===== src/include/ocm_pkg.sv =====
package ocm_pkg;

  // ---------------------------------------------------------------
  // geometry
  // ---------------------------------------------------------------
  localparam int CH_NUM     = 8;
  localparam int PAR_NUM    = 4;
  localparam int MODE_W     = 2;
  localparam int FRAME_BITS = 16;
  localparam int FCNT_W     = 5;

  localparam logic [FCNT_W-1:0] FRAME_CNT = FCNT_W'(FRAME_BITS);
  localparam logic [FCNT_W-1:0] FCNT_SAT  = '1;

  // ---------------------------------------------------------------
  // channel mode codes and reset values
  // ---------------------------------------------------------------
  localparam logic [MODE_W-1:0] MODE_OFF  = 2'h3;
  localparam logic [MODE_W-1:0] MODE_ON   = 2'h2;
  localparam logic [MODE_W-1:0] MODE_PAR  = 2'h1;
  localparam logic [MODE_W-1:0] MODE_STBY = 2'h0;
  localparam logic [MODE_W-1:0] MODE_RST  = MODE_OFF;
  localparam logic              TER_RST   = 1'b1;

  // status field positions inside each channel's 2-bit slot
  localparam int STAT_OVL_BIT = 0;
  localparam int STAT_OT_BIT  = 1;

  // ---------------------------------------------------------------
  // timing
  // ---------------------------------------------------------------
  localparam int CLK_NS         = 40;
  localparam int OVL_FILTER_US  = 3;
  localparam int OVL_FILTER_CYC = (OVL_FILTER_US * 1000 + CLK_NS - 1) / CLK_NS;
  localparam int OVL_CNT_W      = 7;

  localparam logic [OVL_CNT_W-1:0] OVL_LAST = OVL_CNT_W'(OVL_FILTER_CYC - 1);

  localparam int SCLK_PERIOD_NS = 320;
  localparam int CSB_HIGH_NS    = 1500;
  localparam int TCNT_W         = 8;

  localparam logic [TCNT_W-1:0] SCLK_HALF_CYC = TCNT_W'(SCLK_PERIOD_NS / (2 * CLK_NS));
  localparam logic [TCNT_W-1:0] CS_LEAD_CYC   = TCNT_W'(2 * (SCLK_PERIOD_NS / (2 * CLK_NS)));
  localparam logic [TCNT_W-1:0] CSB_HIGH_CYC  = TCNT_W'((CSB_HIGH_NS + CLK_NS - 1) / CLK_NS);

  // ---------------------------------------------------------------
  // host register map (apb, byte offsets)
  // ---------------------------------------------------------------
  localparam int APB_AW = 8;

  localparam logic [APB_AW-1:0] REG_CTRL_OFS = 8'h00;
  localparam logic [APB_AW-1:0] REG_TX_OFS   = 8'h04;
  localparam logic [APB_AW-1:0] REG_RX_OFS   = 8'h08;

  localparam int CTRL_W        = 2 + PAR_NUM;
  localparam int CTRL_EN_BIT   = 0;
  localparam int CTRL_LIMP_BIT = 1;
  localparam int CTRL_PAR_LSB  = 2;
  localparam int RX_BUSY_BIT   = 16;

  localparam logic [CTRL_W-1:0] CTRL_RST = '0;

  // ---------------------------------------------------------------
  // state types
  // ---------------------------------------------------------------
  typedef enum logic [1:0] {ST_UVLO, ST_LOWIQ, ST_NORMAL, ST_LIMP} ocm_dev_state_t;
  typedef enum logic [2:0] {H_IDLE, H_LEAD, H_HIGH, H_LOW, H_TRAIL, H_GAP} ocm_host_state_t;

endpackage


===== src/include/ocm_link_if.sv =====
`timescale 1ns/100ps
`default_nettype none

interface ocm_link_if;
  logic                        sclk;
  logic                        chip_select_low_n;
  logic                        mosi;
  logic                        miso;
  logic                        miso_oe;
  logic                        miso_line;
  logic                        enable;
  logic                        limp_home_input;
  logic [ocm_pkg::PAR_NUM-1:0] par_in;

  // released serial output reads low
  assign miso_line = miso_oe ? miso : 1'b0;

  modport dev (
    input  sclk, chip_select_low_n, mosi, enable, limp_home_input, par_in,
    output miso, miso_oe
  );

  modport host (
    output sclk, chip_select_low_n, mosi, enable, limp_home_input, par_in,
    input  miso_line
  );
endinterface

`default_nettype wire


===== src/core/ocm_dev.sv =====
// Local design decisions: the APB register port and the address map.
`timescale 1ns/100ps
`default_nettype none

// Behaviour
// - 2-bit code per channel: off/on/input/standby
// - standby: output off, diagnostic sink off
// - input mode follows its parallel input pin
// - all standby gives global standby state
// - reset: modes off, status clear, error set
// - needs both supplies; limp ignores logic supply
// - power-up off without sink; otherwise sink on
// - enable rising edge restores all defaults; in limp home the state holds and nothing is restored
// - serial control only when enabled and powered
// - overload past 3 us latches channel off
// - faults clear on standby command or reset
// - faults checked continuously while channel on
// - separate thermal latch per channel
// - supply low: all off; exit by pins
// - limp: channels 1-4 follow inputs, 5-8 off
// - enable and limp low: lowest current, off
// - pin pulses beyond 50 us always seen
// - input n drives channels n and n+4
// - limp ignores commands, still reports faults
// - leaving limp resets registers, sink off
// - 16-bit msb-first frames, 2 bits per channel
module ocm_dev (
  input  wire logic                       ref_clk_i,
  input  wire logic                       nrst_i,
  ocm_link_if.dev                         link,
  input  wire logic                       analog_supply_ok_i,
  input  wire logic                       logic_supply_ok_i,
  input  wire logic [ocm_pkg::CH_NUM-1:0] overload_sense_i,
  input  wire logic [ocm_pkg::CH_NUM-1:0] overtemp_sense_i,
  output logic      [ocm_pkg::CH_NUM-1:0] channel_output_o,
  output logic      [ocm_pkg::CH_NUM-1:0] diag_sink_en_o,
  output logic                            global_standby_o,
  output logic                            lowest_current_state_o,
  output logic                            limp_mode_o,
  output logic                            transmission_error_flag_o
);
  import ocm_pkg::*;

  localparam int SYNC_W = 7 + PAR_NUM + 2 * CH_NUM;

  // ---------------------------------------------------------------
  // input synchronisers
  // ---------------------------------------------------------------
  logic [SYNC_W-1:0]     sync_raw;
  logic [SYNC_W-1:0]     sync1_q;
  logic [SYNC_W-1:0]     sync2_q;
  logic                  sclk_s;
  logic                  csn_s;
  logic                  mosi_s;
  logic                  en_s;
  logic                  lhi_s;
  logic                  ana_s;
  logic                  log_s;
  logic [PAR_NUM-1:0]    par_s;
  logic [CH_NUM-1:0]     ovl_s;
  logic [CH_NUM-1:0]     ot_s;

  assign sync_raw = {link.sclk, link.chip_select_low_n, link.mosi, link.enable,
                     link.limp_home_input, analog_supply_ok_i, logic_supply_ok_i,
                     link.par_in, overload_sense_i, overtemp_sense_i};

  // every pin crosses two flops; a pulse of one clock or more survives
  always_ff @(posedge ref_clk_i or negedge nrst_i) begin
    if (!nrst_i) begin
      sync1_q <= '0;
      sync2_q <= '0;
    end else begin
      sync1_q <= sync_raw;
      sync2_q <= sync1_q;
    end
  end

  assign {sclk_s, csn_s, mosi_s, en_s, lhi_s, ana_s, log_s, par_s, ovl_s, ot_s} = sync2_q;

  // ---------------------------------------------------------------
  // declarations
  // ---------------------------------------------------------------
  ocm_dev_state_t        state_q;
  ocm_dev_state_t        state_d;
  logic                  sclk_prev_q;
  logic                  csn_prev_q;
  logic                  sclk_rise;
  logic                  cs_fall;
  logic                  cs_rise;
  logic                  init;
  logic                  active;
  logic                  frame_end;
  logic                  frame_ok;
  logic                  apply;
  logic [FRAME_BITS-1:0] sr_q;
  logic [FCNT_W-1:0]     cnt_q;
  logic [FRAME_BITS-1:0] status_w;
  logic [MODE_W-1:0]     mode_q [CH_NUM];
  logic                  diag_en_q;
  logic [CH_NUM-1:0]     ovl_q;
  logic [CH_NUM-1:0]     ot_q;
  logic [OVL_CNT_W-1:0]  ovl_cnt_q [CH_NUM];
  logic [CH_NUM-1:0]     clr_ch;
  logic [CH_NUM-1:0]     drive_d;
  logic [CH_NUM-1:0]     sink_d;
  logic                  all_stby;
  logic                  miso_oe_q;

  function automatic logic [MODE_W-1:0] f_mode_of(input logic [FRAME_BITS-1:0] w, input int ch);
    f_mode_of = w[ch*MODE_W +: MODE_W];
  endfunction

  // ---------------------------------------------------------------
  // operating state
  // ---------------------------------------------------------------
  // limp home keeps running on the analog supply alone
  always_comb begin
    if (!ana_s || (!log_s && !lhi_s)) begin
      state_d = ST_UVLO;
    end else if (lhi_s) begin
      state_d = ST_LIMP;
    end else if (en_s) begin
      state_d = ST_NORMAL;
    end else begin
      state_d = ST_LOWIQ;
    end
  end

  always_ff @(posedge ref_clk_i or negedge nrst_i) begin
    if (!nrst_i) begin
      state_q <= ST_UVLO;
    end else begin
      state_q <= state_d;
    end
  end

  // any change of state, and every idle state, restores defaults;
  // an enable rising edge passes through a state change unless limp home or supply low holds the state
  assign init   = (state_d != state_q) || (state_d == ST_UVLO) || (state_d == ST_LOWIQ);
  assign active = (state_q == ST_NORMAL) || (state_q == ST_LIMP);

  // ---------------------------------------------------------------
  // serial frame
  // ---------------------------------------------------------------
  always_ff @(posedge ref_clk_i or negedge nrst_i) begin
    if (!nrst_i) begin
      sclk_prev_q <= 1'b0;
      csn_prev_q  <= 1'b1;
    end else begin
      sclk_prev_q <= sclk_s;
      csn_prev_q  <= csn_s;
    end
  end

  assign sclk_rise = sclk_s && !sclk_prev_q;
  assign cs_fall   = csn_prev_q && !csn_s;
  assign cs_rise   = !csn_prev_q && csn_s;

  // status slots: one per channel, channel 1 in the low bits
  always_comb begin
    status_w = '0;
    for (int ch = 0; ch < CH_NUM; ch++) begin
      status_w[ch*MODE_W + STAT_OVL_BIT] = ovl_q[ch];
      status_w[ch*MODE_W + STAT_OT_BIT]  = ot_q[ch];
    end
  end

  // status is loaded at select and shifted out msb first while the
  // command shifts in behind it, so the word also chains onward
  always_ff @(posedge ref_clk_i or negedge nrst_i) begin
    if (!nrst_i) begin
      sr_q  <= '0;
      cnt_q <= '0;
    end else if (init || !active) begin
      cnt_q <= '0;
    end else if (cs_fall) begin
      sr_q  <= status_w;
      cnt_q <= '0;
    end else if (!csn_s && sclk_rise) begin
      sr_q <= {sr_q[FRAME_BITS-2:0], mosi_s};
      if (cnt_q != FCNT_SAT) begin
        cnt_q <= cnt_q + 1'b1;
      end
    end
  end

  assign frame_end = active && !init && cs_rise;
  assign frame_ok  = frame_end && (cnt_q == FRAME_CNT);
  assign apply     = frame_ok && (state_q == ST_NORMAL);

  // a frame of any other length is flagged and discarded
  always_ff @(posedge ref_clk_i or negedge nrst_i) begin
    if (!nrst_i) begin
      transmission_error_flag_o <= TER_RST;
    end else if (init) begin
      transmission_error_flag_o <= TER_RST;
    end else if (frame_end) begin
      transmission_error_flag_o <= !frame_ok;
    end
  end

  always_ff @(posedge ref_clk_i or negedge nrst_i) begin
    if (!nrst_i) begin
      miso_oe_q <= 1'b0;
    end else begin
      miso_oe_q <= active && !csn_s;
    end
  end

  assign link.miso    = sr_q[FRAME_BITS-1];
  assign link.miso_oe = miso_oe_q;

  // ---------------------------------------------------------------
  // channel modes and diagnostic enable
  // ---------------------------------------------------------------
  always_ff @(posedge ref_clk_i or negedge nrst_i) begin
    if (!nrst_i) begin
      for (int ch = 0; ch < CH_NUM; ch++) begin
        mode_q[ch] <= MODE_RST;
      end
    end else begin
      for (int ch = 0; ch < CH_NUM; ch++) begin
        if (init) begin
          mode_q[ch] <= MODE_RST;
        end else if (apply) begin
          mode_q[ch] <= f_mode_of(sr_q, ch);
        end
      end
    end
  end

  // sink stays off after power-up until the first accepted command
  always_ff @(posedge ref_clk_i or negedge nrst_i) begin
    if (!nrst_i) begin
      diag_en_q <= 1'b0;
    end else if (init) begin
      diag_en_q <= 1'b0;
    end else if (apply) begin
      diag_en_q <= 1'b1;
    end
  end

  // ---------------------------------------------------------------
  // fault latches
  // ---------------------------------------------------------------
  always_comb begin
    for (int ch = 0; ch < CH_NUM; ch++) begin
      clr_ch[ch] = apply && (f_mode_of(sr_q, ch) == MODE_STBY);
    end
  end

  // overload must persist through the filter before it trips; a set in
  // the same cycle as a standby clear wins
  always_ff @(posedge ref_clk_i or negedge nrst_i) begin
    if (!nrst_i) begin
      ovl_q <= '0;
      for (int ch = 0; ch < CH_NUM; ch++) begin
        ovl_cnt_q[ch] <= '0;
      end
    end else begin
      for (int ch = 0; ch < CH_NUM; ch++) begin
        if (init) begin
          ovl_q[ch]     <= 1'b0;
          ovl_cnt_q[ch] <= '0;
        end else if (channel_output_o[ch] && ovl_s[ch]) begin
          ovl_cnt_q[ch] <= (ovl_cnt_q[ch] == OVL_LAST) ? ovl_cnt_q[ch] : ovl_cnt_q[ch] + 1'b1;
          if (ovl_cnt_q[ch] == OVL_LAST) begin
            ovl_q[ch] <= 1'b1;
          end else if (clr_ch[ch]) begin
            ovl_q[ch] <= 1'b0;
          end
        end else begin
          ovl_cnt_q[ch] <= '0;
          if (clr_ch[ch]) begin
            ovl_q[ch] <= 1'b0;
          end
        end
      end
    end
  end

  // each channel has its own thermal latch
  always_ff @(posedge ref_clk_i or negedge nrst_i) begin
    if (!nrst_i) begin
      ot_q <= '0;
    end else if (init) begin
      ot_q <= '0;
    end else begin
      ot_q <= ot_s | (ot_q & ~clr_ch);
    end
  end

  // ---------------------------------------------------------------
  // output drive
  // ---------------------------------------------------------------
  always_comb begin
    all_stby = 1'b1;
    for (int ch = 0; ch < CH_NUM; ch++) begin
      drive_d[ch] = 1'b0;
      sink_d[ch]  = 1'b0;
      if (mode_q[ch] != MODE_STBY) begin
        all_stby = 1'b0;
      end
      if (state_q == ST_NORMAL) begin
        unique case (mode_q[ch])
          MODE_ON:   drive_d[ch] = 1'b1;
          MODE_PAR:  drive_d[ch] = par_s[ch % PAR_NUM];
          MODE_OFF:  sink_d[ch]  = diag_en_q;
          MODE_STBY: drive_d[ch] = 1'b0;
        endcase
      end else if (state_q == ST_LIMP) begin
        drive_d[ch] = (ch < PAR_NUM) ? par_s[ch % PAR_NUM] : 1'b0;
      end
      drive_d[ch] = drive_d[ch] && !ovl_q[ch] && !ot_q[ch];
    end
  end

  // registered so every output is a clean flop; one cycle of latency
  always_ff @(posedge ref_clk_i or negedge nrst_i) begin
    if (!nrst_i) begin
      channel_output_o       <= '0;
      diag_sink_en_o         <= '0;
      global_standby_o       <= 1'b0;
      lowest_current_state_o <= 1'b0;
      limp_mode_o            <= 1'b0;
    end else begin
      channel_output_o       <= drive_d;
      diag_sink_en_o         <= sink_d;
      global_standby_o       <= (state_q == ST_NORMAL) && all_stby;
      lowest_current_state_o <= (state_q == ST_LOWIQ);
      limp_mode_o            <= (state_q == ST_LIMP);
    end
  end

endmodule

`default_nettype wire


===== src/flat_wrapper.sv =====
// flat-port wrapper written by rule: the top's interface ports become plain ports
module ocm_dev_flat import ocm_pkg::*;
  (ref_clk_i, nrst_i, analog_supply_ok_i, logic_supply_ok_i, overload_sense_i, overtemp_sense_i, channel_output_o, diag_sink_en_o, global_standby_o, lowest_current_state_o, limp_mode_o, transmission_error_flag_o, link_sclk, link_chip_select_low_n, link_mosi, link_enable, link_limp_home_input, link_par_in, link_miso, link_miso_oe);
  ocm_link_if link_i ();
  input  wire logic ref_clk_i;
  input  wire logic nrst_i;
  input  wire logic analog_supply_ok_i;
  input  wire logic logic_supply_ok_i;
  input  wire logic [ocm_pkg::CH_NUM-1:0] overload_sense_i;
  input  wire logic [ocm_pkg::CH_NUM-1:0] overtemp_sense_i;
  output logic      [ocm_pkg::CH_NUM-1:0] channel_output_o;
  output logic      [ocm_pkg::CH_NUM-1:0] diag_sink_en_o;
  output logic global_standby_o;
  output logic lowest_current_state_o;
  output logic limp_mode_o;
  output logic transmission_error_flag_o;
  input wire logic [$bits(link_i.sclk)-1:0] link_sclk;
  input wire logic [$bits(link_i.chip_select_low_n)-1:0] link_chip_select_low_n;
  input wire logic [$bits(link_i.mosi)-1:0] link_mosi;
  input wire logic [$bits(link_i.enable)-1:0] link_enable;
  input wire logic [$bits(link_i.limp_home_input)-1:0] link_limp_home_input;
  input wire logic [$bits(link_i.par_in)-1:0] link_par_in;
  output wire logic [$bits(link_i.miso)-1:0] link_miso;
  output wire logic [$bits(link_i.miso_oe)-1:0] link_miso_oe;
  assign link_i.sclk = link_sclk;
  assign link_i.chip_select_low_n = link_chip_select_low_n;
  assign link_i.mosi = link_mosi;
  assign link_i.enable = link_enable;
  assign link_i.limp_home_input = link_limp_home_input;
  assign link_i.par_in = link_par_in;
  assign link_miso = link_i.miso;
  assign link_miso_oe = link_i.miso_oe;
  ocm_dev u_core (.ref_clk_i(ref_clk_i), .nrst_i(nrst_i), .link(link_i), .analog_supply_ok_i(analog_supply_ok_i), .logic_supply_ok_i(logic_supply_ok_i), .overload_sense_i(overload_sense_i), .overtemp_sense_i(overtemp_sense_i), .channel_output_o(channel_output_o), .diag_sink_en_o(diag_sink_en_o), .global_standby_o(global_standby_o), .lowest_current_state_o(lowest_current_state_o), .limp_mode_o(limp_mode_o), .transmission_error_flag_o(transmission_error_flag_o));
endmodule

===== config.mk =====
export PLATFORM = sky130hd
export DESIGN_NAME = ocm_dev_flat
export DESIGN_NICKNAME = d
export VERILOG_FILES = /design/src/include/ocm_pkg.sv /design/src/include/ocm_link_if.sv /design/src/core/ocm_dev.sv /design/src/flat_wrapper.sv
export SDC_FILE = /design/constraint.sdc
export NUM_CORES = 1
export LEC_CHECK = 0
export CAP_MARGIN = 20
export CORE_MARGIN = 2
export CORE_UTILIZATION = 47
export CTS_CLUSTER_DIAMETER = 120
export DETAILED_ROUTE_END_ITERATION = 16
export DONT_BUFFER_PORTS = 1
export GPL_TIMING_DRIVEN = 0
export SYNTH_ARGS = -nofsm -noshare
export SYNTH_HDL_FRONTEND = slang
export SYNTH_SLANG_ARGS = --single-unit
export TNS_END_PERCENT = 1

===== constraint.sdc =====
create_clock -name ref_clk_i -period 4.4 [get_ports ref_clk_i]
set_clock_uncertainty 0.1 [all_clocks]
set_input_delay 0.88 -clock ref_clk_i [delete_from_list [all_inputs] [get_ports ref_clk_i]]
set_output_delay 0.88 -clock ref_clk_i [all_outputs]
set_load 0.01 [all_outputs]

* Yosys cells after proc, flatten, opt, wreduce, memory -nomap -nowiden
Index checks and enable logic that the tools add are counted.
W data, S select, Z words.
** Storage, ports and cells
- Output and inout port bits :: 22
- Input bits :: 29
- Register bits :: 189
- Memories :: 0
- Memory bits (read-only) :: 0
- Bits in writable memories :: 0
- Word-level logic and storage cells :: 320
- Latch bits :: 0
** Operators by class
- Divide/modulo/power cells :: 0
- $mul :: 0
- Magnitude comparators :: 0
- Reduce and logical (&&, ||, !) cells :: 97
- Bitwise logic cells :: 4
- Add/sub/neg operators :: 9
- Equal/unequal tests :: 47
- Shift operators :: 0
- Muxes and demuxes :: 130
** Operators with widths (count)
- $mux W7 :: 24
- $mux W1 :: 72
- $add A7 B1 Y7 const B :: 8
- $eq A7 B7 Y1 const B :: 8
- $logic_and A1 B1 Y1 :: 43
- $mux W2 :: 19
- $eq A2 B2 Y1 const B :: 18
- $mux W16 :: 2
- $logic_not A1 Y1 :: 25
- $ne A3 B2 Y1 const B :: 8
- $reduce_bool A2 Y1 :: 11
- $eq A2 B1 Y1 const B :: 10
- $mux W5 :: 4
- $logic_not A2 Y1 :: 9
- $pmux W1 S2 :: 8
- $and A8 B8 Y8 :: 1
- $mux W8 :: 1
- $not A8 Y8 :: 1
- $or A8 B8 Y8 :: 1
- $reduce_bool A3 Y1 :: 2
- $add A5 B1 Y5 const B :: 1
- $eq A5 B5 Y1 const B :: 1
- $logic_or A1 B1 Y1 :: 5
- $ne A5 B5 Y1 const B :: 1
- other kinds (3) :: 4

* Longest topological paths before layout
- Depth in word-level cells :: 17
- Depth in mapped cells :: 8
- Mapped depth without buffers :: 7

* Worst setup path after synthesis
Ideal clock, no wire load.
- Kind :: register to register
- Start point :: reg u_core.cnt_q[0]
- End point :: reg u_core.cnt_q[3]
- Setup time :: 122 ps
- Buffers on the path :: 0
- Data required time :: 4178 ps
- Stages on the path, launching flop included :: 8
- Period minus slack after synthesis :: 1987 ps
- Slack :: 2413 ps
- Arrival :: 1765 ps
- Cell sequence :: dfrtp_1 > ha_1 > and3_1 > ha_1 > nor4b_2 > nand4_1 > xor2_1 > nor2_1
** On the way
- Word-level cells in the longest chain between the ends :: 5
- Elaborated cells between the ends (all ways) :: 8
- Classes of those cells :: add/sub (1); eq/ne (1); mux (4); reduce/logical (2)
** Ends and longest elaborated chain
- start: declaration :: RTL line ocm_dev.sv:96 : logic [FCNT_W-1:0] cnt_q;
- start signal: assignment :: RTL line ocm_dev.sv:182 : cnt_q <= cnt_q + 1'b1;
- $add A5 B1 Y5 :: RTL line ocm_dev.sv:182
- $mux W5 :: RTL line ocm_dev.sv:181 : if (cnt_q != FCNT_SAT) begin
- $mux W5 :: RTL line ocm_dev.sv:179 : end else if (!csn_s && sclk_rise) begin
- $mux W5 :: RTL line ocm_dev.sv:176 : end else if (cs_fall) begin
- $mux W5 :: RTL line ocm_dev.sv:174 : end else if (init || !active) begin
Several ways; a longest one is shown, not always the timed one. The select of a mux whose other input is x is not followed.
A chain may end at the register's enable or synchronous reset.

* Worst setup path in the final report
- Start point :: reg u_core.cnt_q[0]
- End point :: reg u_core.ovl_q[7]
** On the way
- Word-level cells in the longest chain between the ends :: 8
** Ends and longest elaborated chain
- $eq A5 B5 Y1 * :: RTL line ocm_dev.sv:188 : assign frame_ok = frame_end && (cnt_q == FRAME_CNT);
- $logic_and A1 B1 Y1 * :: RTL line ocm_dev.sv:188
- $logic_and A1 B1 Y1 * :: RTL line ocm_dev.sv:189 : assign apply = frame_ok && (state_q == ST_NORMAL);
- $logic_and A1 B1 Y1 * :: RTL line ocm_dev.sv:248 : clr_ch[ch] = apply && (f_mode_of(sr_q, ch) == MODE_STBY);
- $mux W1 *
- $mux W1
- $mux W1 * (2 in a row)
- end signal: assignment :: RTL line ocm_dev.sv:256 : ovl_q <= '0;
- end signal: indexed assignment :: RTL line ocm_dev.sv:263 : ovl_q[ch] <= 1'b0;
- end signal: indexed assignment :: RTL line ocm_dev.sv:268 : ovl_q[ch] <= 1'b1;
- end: declaration :: RTL line ocm_dev.sv:100 : logic [CH_NUM-1:0] ovl_q;
Mark *: on every way between the ends. The rest lies on a longest branch, timed or not.

==> impl_metrics.json <==
{
  "cts_buffer_depth": 2,
  "diodes": 0,
  "crit_fanout": 10,
  "power.density_mw_per_mm2": 379,
  "synth_commonest_cells": "dfrtp_1, nor2_1, ha_1",
  "reg2reg_slack_ns": 1.92,
  "ys_seq_area_frac": 0.593,
  "pwr-share-clk": 0.454,
  "grt_pass1_vias": 5009,
  "portBuffers": 0,
  "ff2ff_path_depth": 7,
  "reg2reg_to": "u_core.ovl_q[7]$_DFF_PN0_",
  "vdd_ir_drop_max_mv": 0.274,
  "yosysWarnings": 0,
  "pwr-share-seq": 0.533,
  "tns_ns": 0,
  "synth.most_common_cell": "dfrtp_1",
  "share_comb_of_total_power": 0.013,
  "yosys.area.top_type": "dfrtp_1",
  "crit_arrival_ns": 2.69,
  "cts_tree": "built",
  "drtAntennaViolNets": 0,
  "first_pass_iters": 4,
  "antenna_found_initial": 0,
  "fmax_mhz": 403,
  "async_flop_share": 1.00,
  "synth.avg_cell_area_um2": 12.2,
  "finalSetupViolations": 0,
  "h-tree-depth": 4,
  "clk_pin_slew_worst_paths_ns": 0.07,
  "ys_top_cells_by_area": "dfrtp_1, ha_1, dfstp_2",
  "place_hpwl_mm": 9.91,
  "clockRootBuffer": "clkbuf_16",
  "postCtsHoldBufs": 0,
  "num_io_pins": 51,
  "endpoint_kind": "flip-flop",
  "vias": 4868,
  "dieArea_mm2": 0.0181,
  "coreArea_mm2": 0.0166,
  "num_rows": 47,
  "drt_iter0_drc": 283,
  "worst_slack_ns": 1.92,
  "cap_violations": 0,
  "fin_crit_ns": 2.48,
  "multi_input_area_mm2": 0.00306,
  "synth-seq-cells": 189,
  "switching_share": 0.224,
  "synth_area_mm2": 0.00801,
  "hold_violations": 0,
  "final_nets": 754,
  "synthDistinctLibCells": 44,
  "start_kind": "flip-flop",
  "period_share": 0.564,
  "cts_resized": 0,
  "clock_latency_ns": 0.44,
  "mappedNetlistNets": 735,
  "die_height_um": 135,
  "cts_num_sinks": 189,
  "pre_cts_slack_ns": 1.94,
  "synth_edf_count": 0,
  "outcome": "finished, final reports clean",
  "netlist.area_leader.share": 0.534,
  "grt_max_degree": 190,
  "rsz0062_at_grt": "false",
  "grt_pass1_wl_mm": 25.5,
  "gr-usage-all-layers": 0.182,
  "gp_congestion": 0.829,
  "p_sw_uw": 754,
  "hold_path.class": "input pin to asynchronous set/reset pin",
  "wl_per_cell_um": 16.8,
  "reg2reg_from": "u_core.cnt_q[0]$_DFFE_PN0P_",
  "area_delta_synth_final_pct": 10.8,
  "layout.area.seq_mm2": 0.00475,
  "vias_per_cell": 5.37,
  "cts_setup_buffers": 0,
  "initial_utilization": 0.481,
  "worstPathRequired_ns": 4.61,
  "path_class": "flip-flop to flip-flop",
  "synthCells": 655,
  "p_leak_uw": 0.00408,
  "ys.flop_type": "dfrtp_1",
  "fillers": 1440,
  "crit_path_start": "u_core.cnt_q[0]$_DFFE_PN0P_",
  "drc": 0,
  "grt-ovfl-total": 0,
  "layout-drive-gt1-share": 0.146,
  "internal-power_uw": 2610,
  "die_w_um": 135,
  "slew_violations": 0,
  "worst_pin_slew_ns": 0.644,
  "wl_mm": 15.3,
  "relSlewSlack": 0.569,
  "cts_buffers": 17
}
cell usage in the layout (no fill, tap or decap), types with 22 or more instances in the layout:
cell type  netlist  layout
and3_1          23      23
dfrtp_1        171     171
ha_1            51      51
inv_1           31      31
mux2_2          31      31
nand2_1         29      29
nand3_1         33      33
nor2_1          79      79
xnor2_1         23      23
xor2_1          22      22
worst max path at each step:
| stage | end | cells after the start |
|---|---|---|
| floorplan | u_core.cnt_q[3]$_DFFE_PN0P_ | 7 |
| detailed placement | u_core.ovl_q[7]$_DFF_PN0_ | 7 |
| global route | u_core.ovl_q[6]$_DFF_PN0_ | 6 |
| CTS | u_core.ovl_q[7]$_DFF_PN0_ | 6 |
| global placement | u_core.ovl_q[7]$_DFF_PN0_ | 6 |
| finish | u_core.ovl_q[7]$_DFF_PN0_ | 7 |
worst max-delay path, cell delays in order, from the launching register on:
cell      delay (ns)
dfrtp_1         0.42
inv_1           0.07
ha_1            0.14
and4bb_2        0.27
nand4b_1        0.40
clkbuf_1        0.42
o311ai_0        0.39
o21ai_0         0.14
kinds of logic (layout without fill, tap and decap cells):
family / Yosys count / after routing / share of synthesized area
compound gates: 65 / 65 / 0.0559
flops: 189 / 189 / 0.593
xor+xnor: 45 / 45 / 0.0492
mux: 33 / 33 / 0.0467
buf+inv: 45 / 77 / 0.0244
fa+ha+maj: 51 / 51 / 0.0797
simple gates: 227 / 227 / 0.151
metrics by stage:
step | area (um^2) | power, uW | hold WS [ns] | std cells | utilization
after floorplan | 8010 | 1850 | 0.231 | 655 | -
after global placement | 8280 | 1870 | 0.232 | 875 | 0.498
final | 8870 | 3360 | 0.0377 | 907 | 0.533
after CTS | 8870 | 3410 | 0.0181 | 907 | 0.533
after global routing | 8870 | 3490 | 0.0132 | 907 | 0.533
after detailed placement | 8280 | 1870 | 0.236 | 875 | 0.498
power groups by stage:
stage / registers [uW] / clock network [uW] / logic [uW]
floorplan: 1820 / 0 / 32.2
global placement: 1830 / 0 / 42.6
detailed placement: 1830 / 0 / 43.3
CTS: 1790 / 1570 / 43.5
global route: 1800 / 1640 / 47.7
finish: 1790 / 1530 / 42.8
flip-flops by register name, summed over array words and instances (netlist names), 2 cells and up:
signal,flops
u_core.diag_sink_en_o,8
u_core.cnt_q,5
u_core.ovl_cnt_q,56
u_core.sync2_q,27
u_core.sr_q,16
u_core.mode_q,16
u_core.channel_output_o,8
u_core.ot_q,8
u_core.state_q,2
u_core.sync1_q,27
u_core.ovl_q,8
metal layers:
metal,track usage,part of all wire
met4,0.0637,0.012
met5,0,0
met1,0.248,0.47
met2,0.289,0.48
met3,0.0428,0.037
layout make-up:
cell class | count | area share
clock inverters | 14 | 0.0166
clock buffers | 18 | 0.0495
well taps | 220 | 0.0310
plain buffers | 14 | 0.00889
multi-input cells | 421 | 0.345
inverters | 31 | 0.0131
flip-flops and latches | 189 | 0.536
Power figures use the tool's default switching activity.
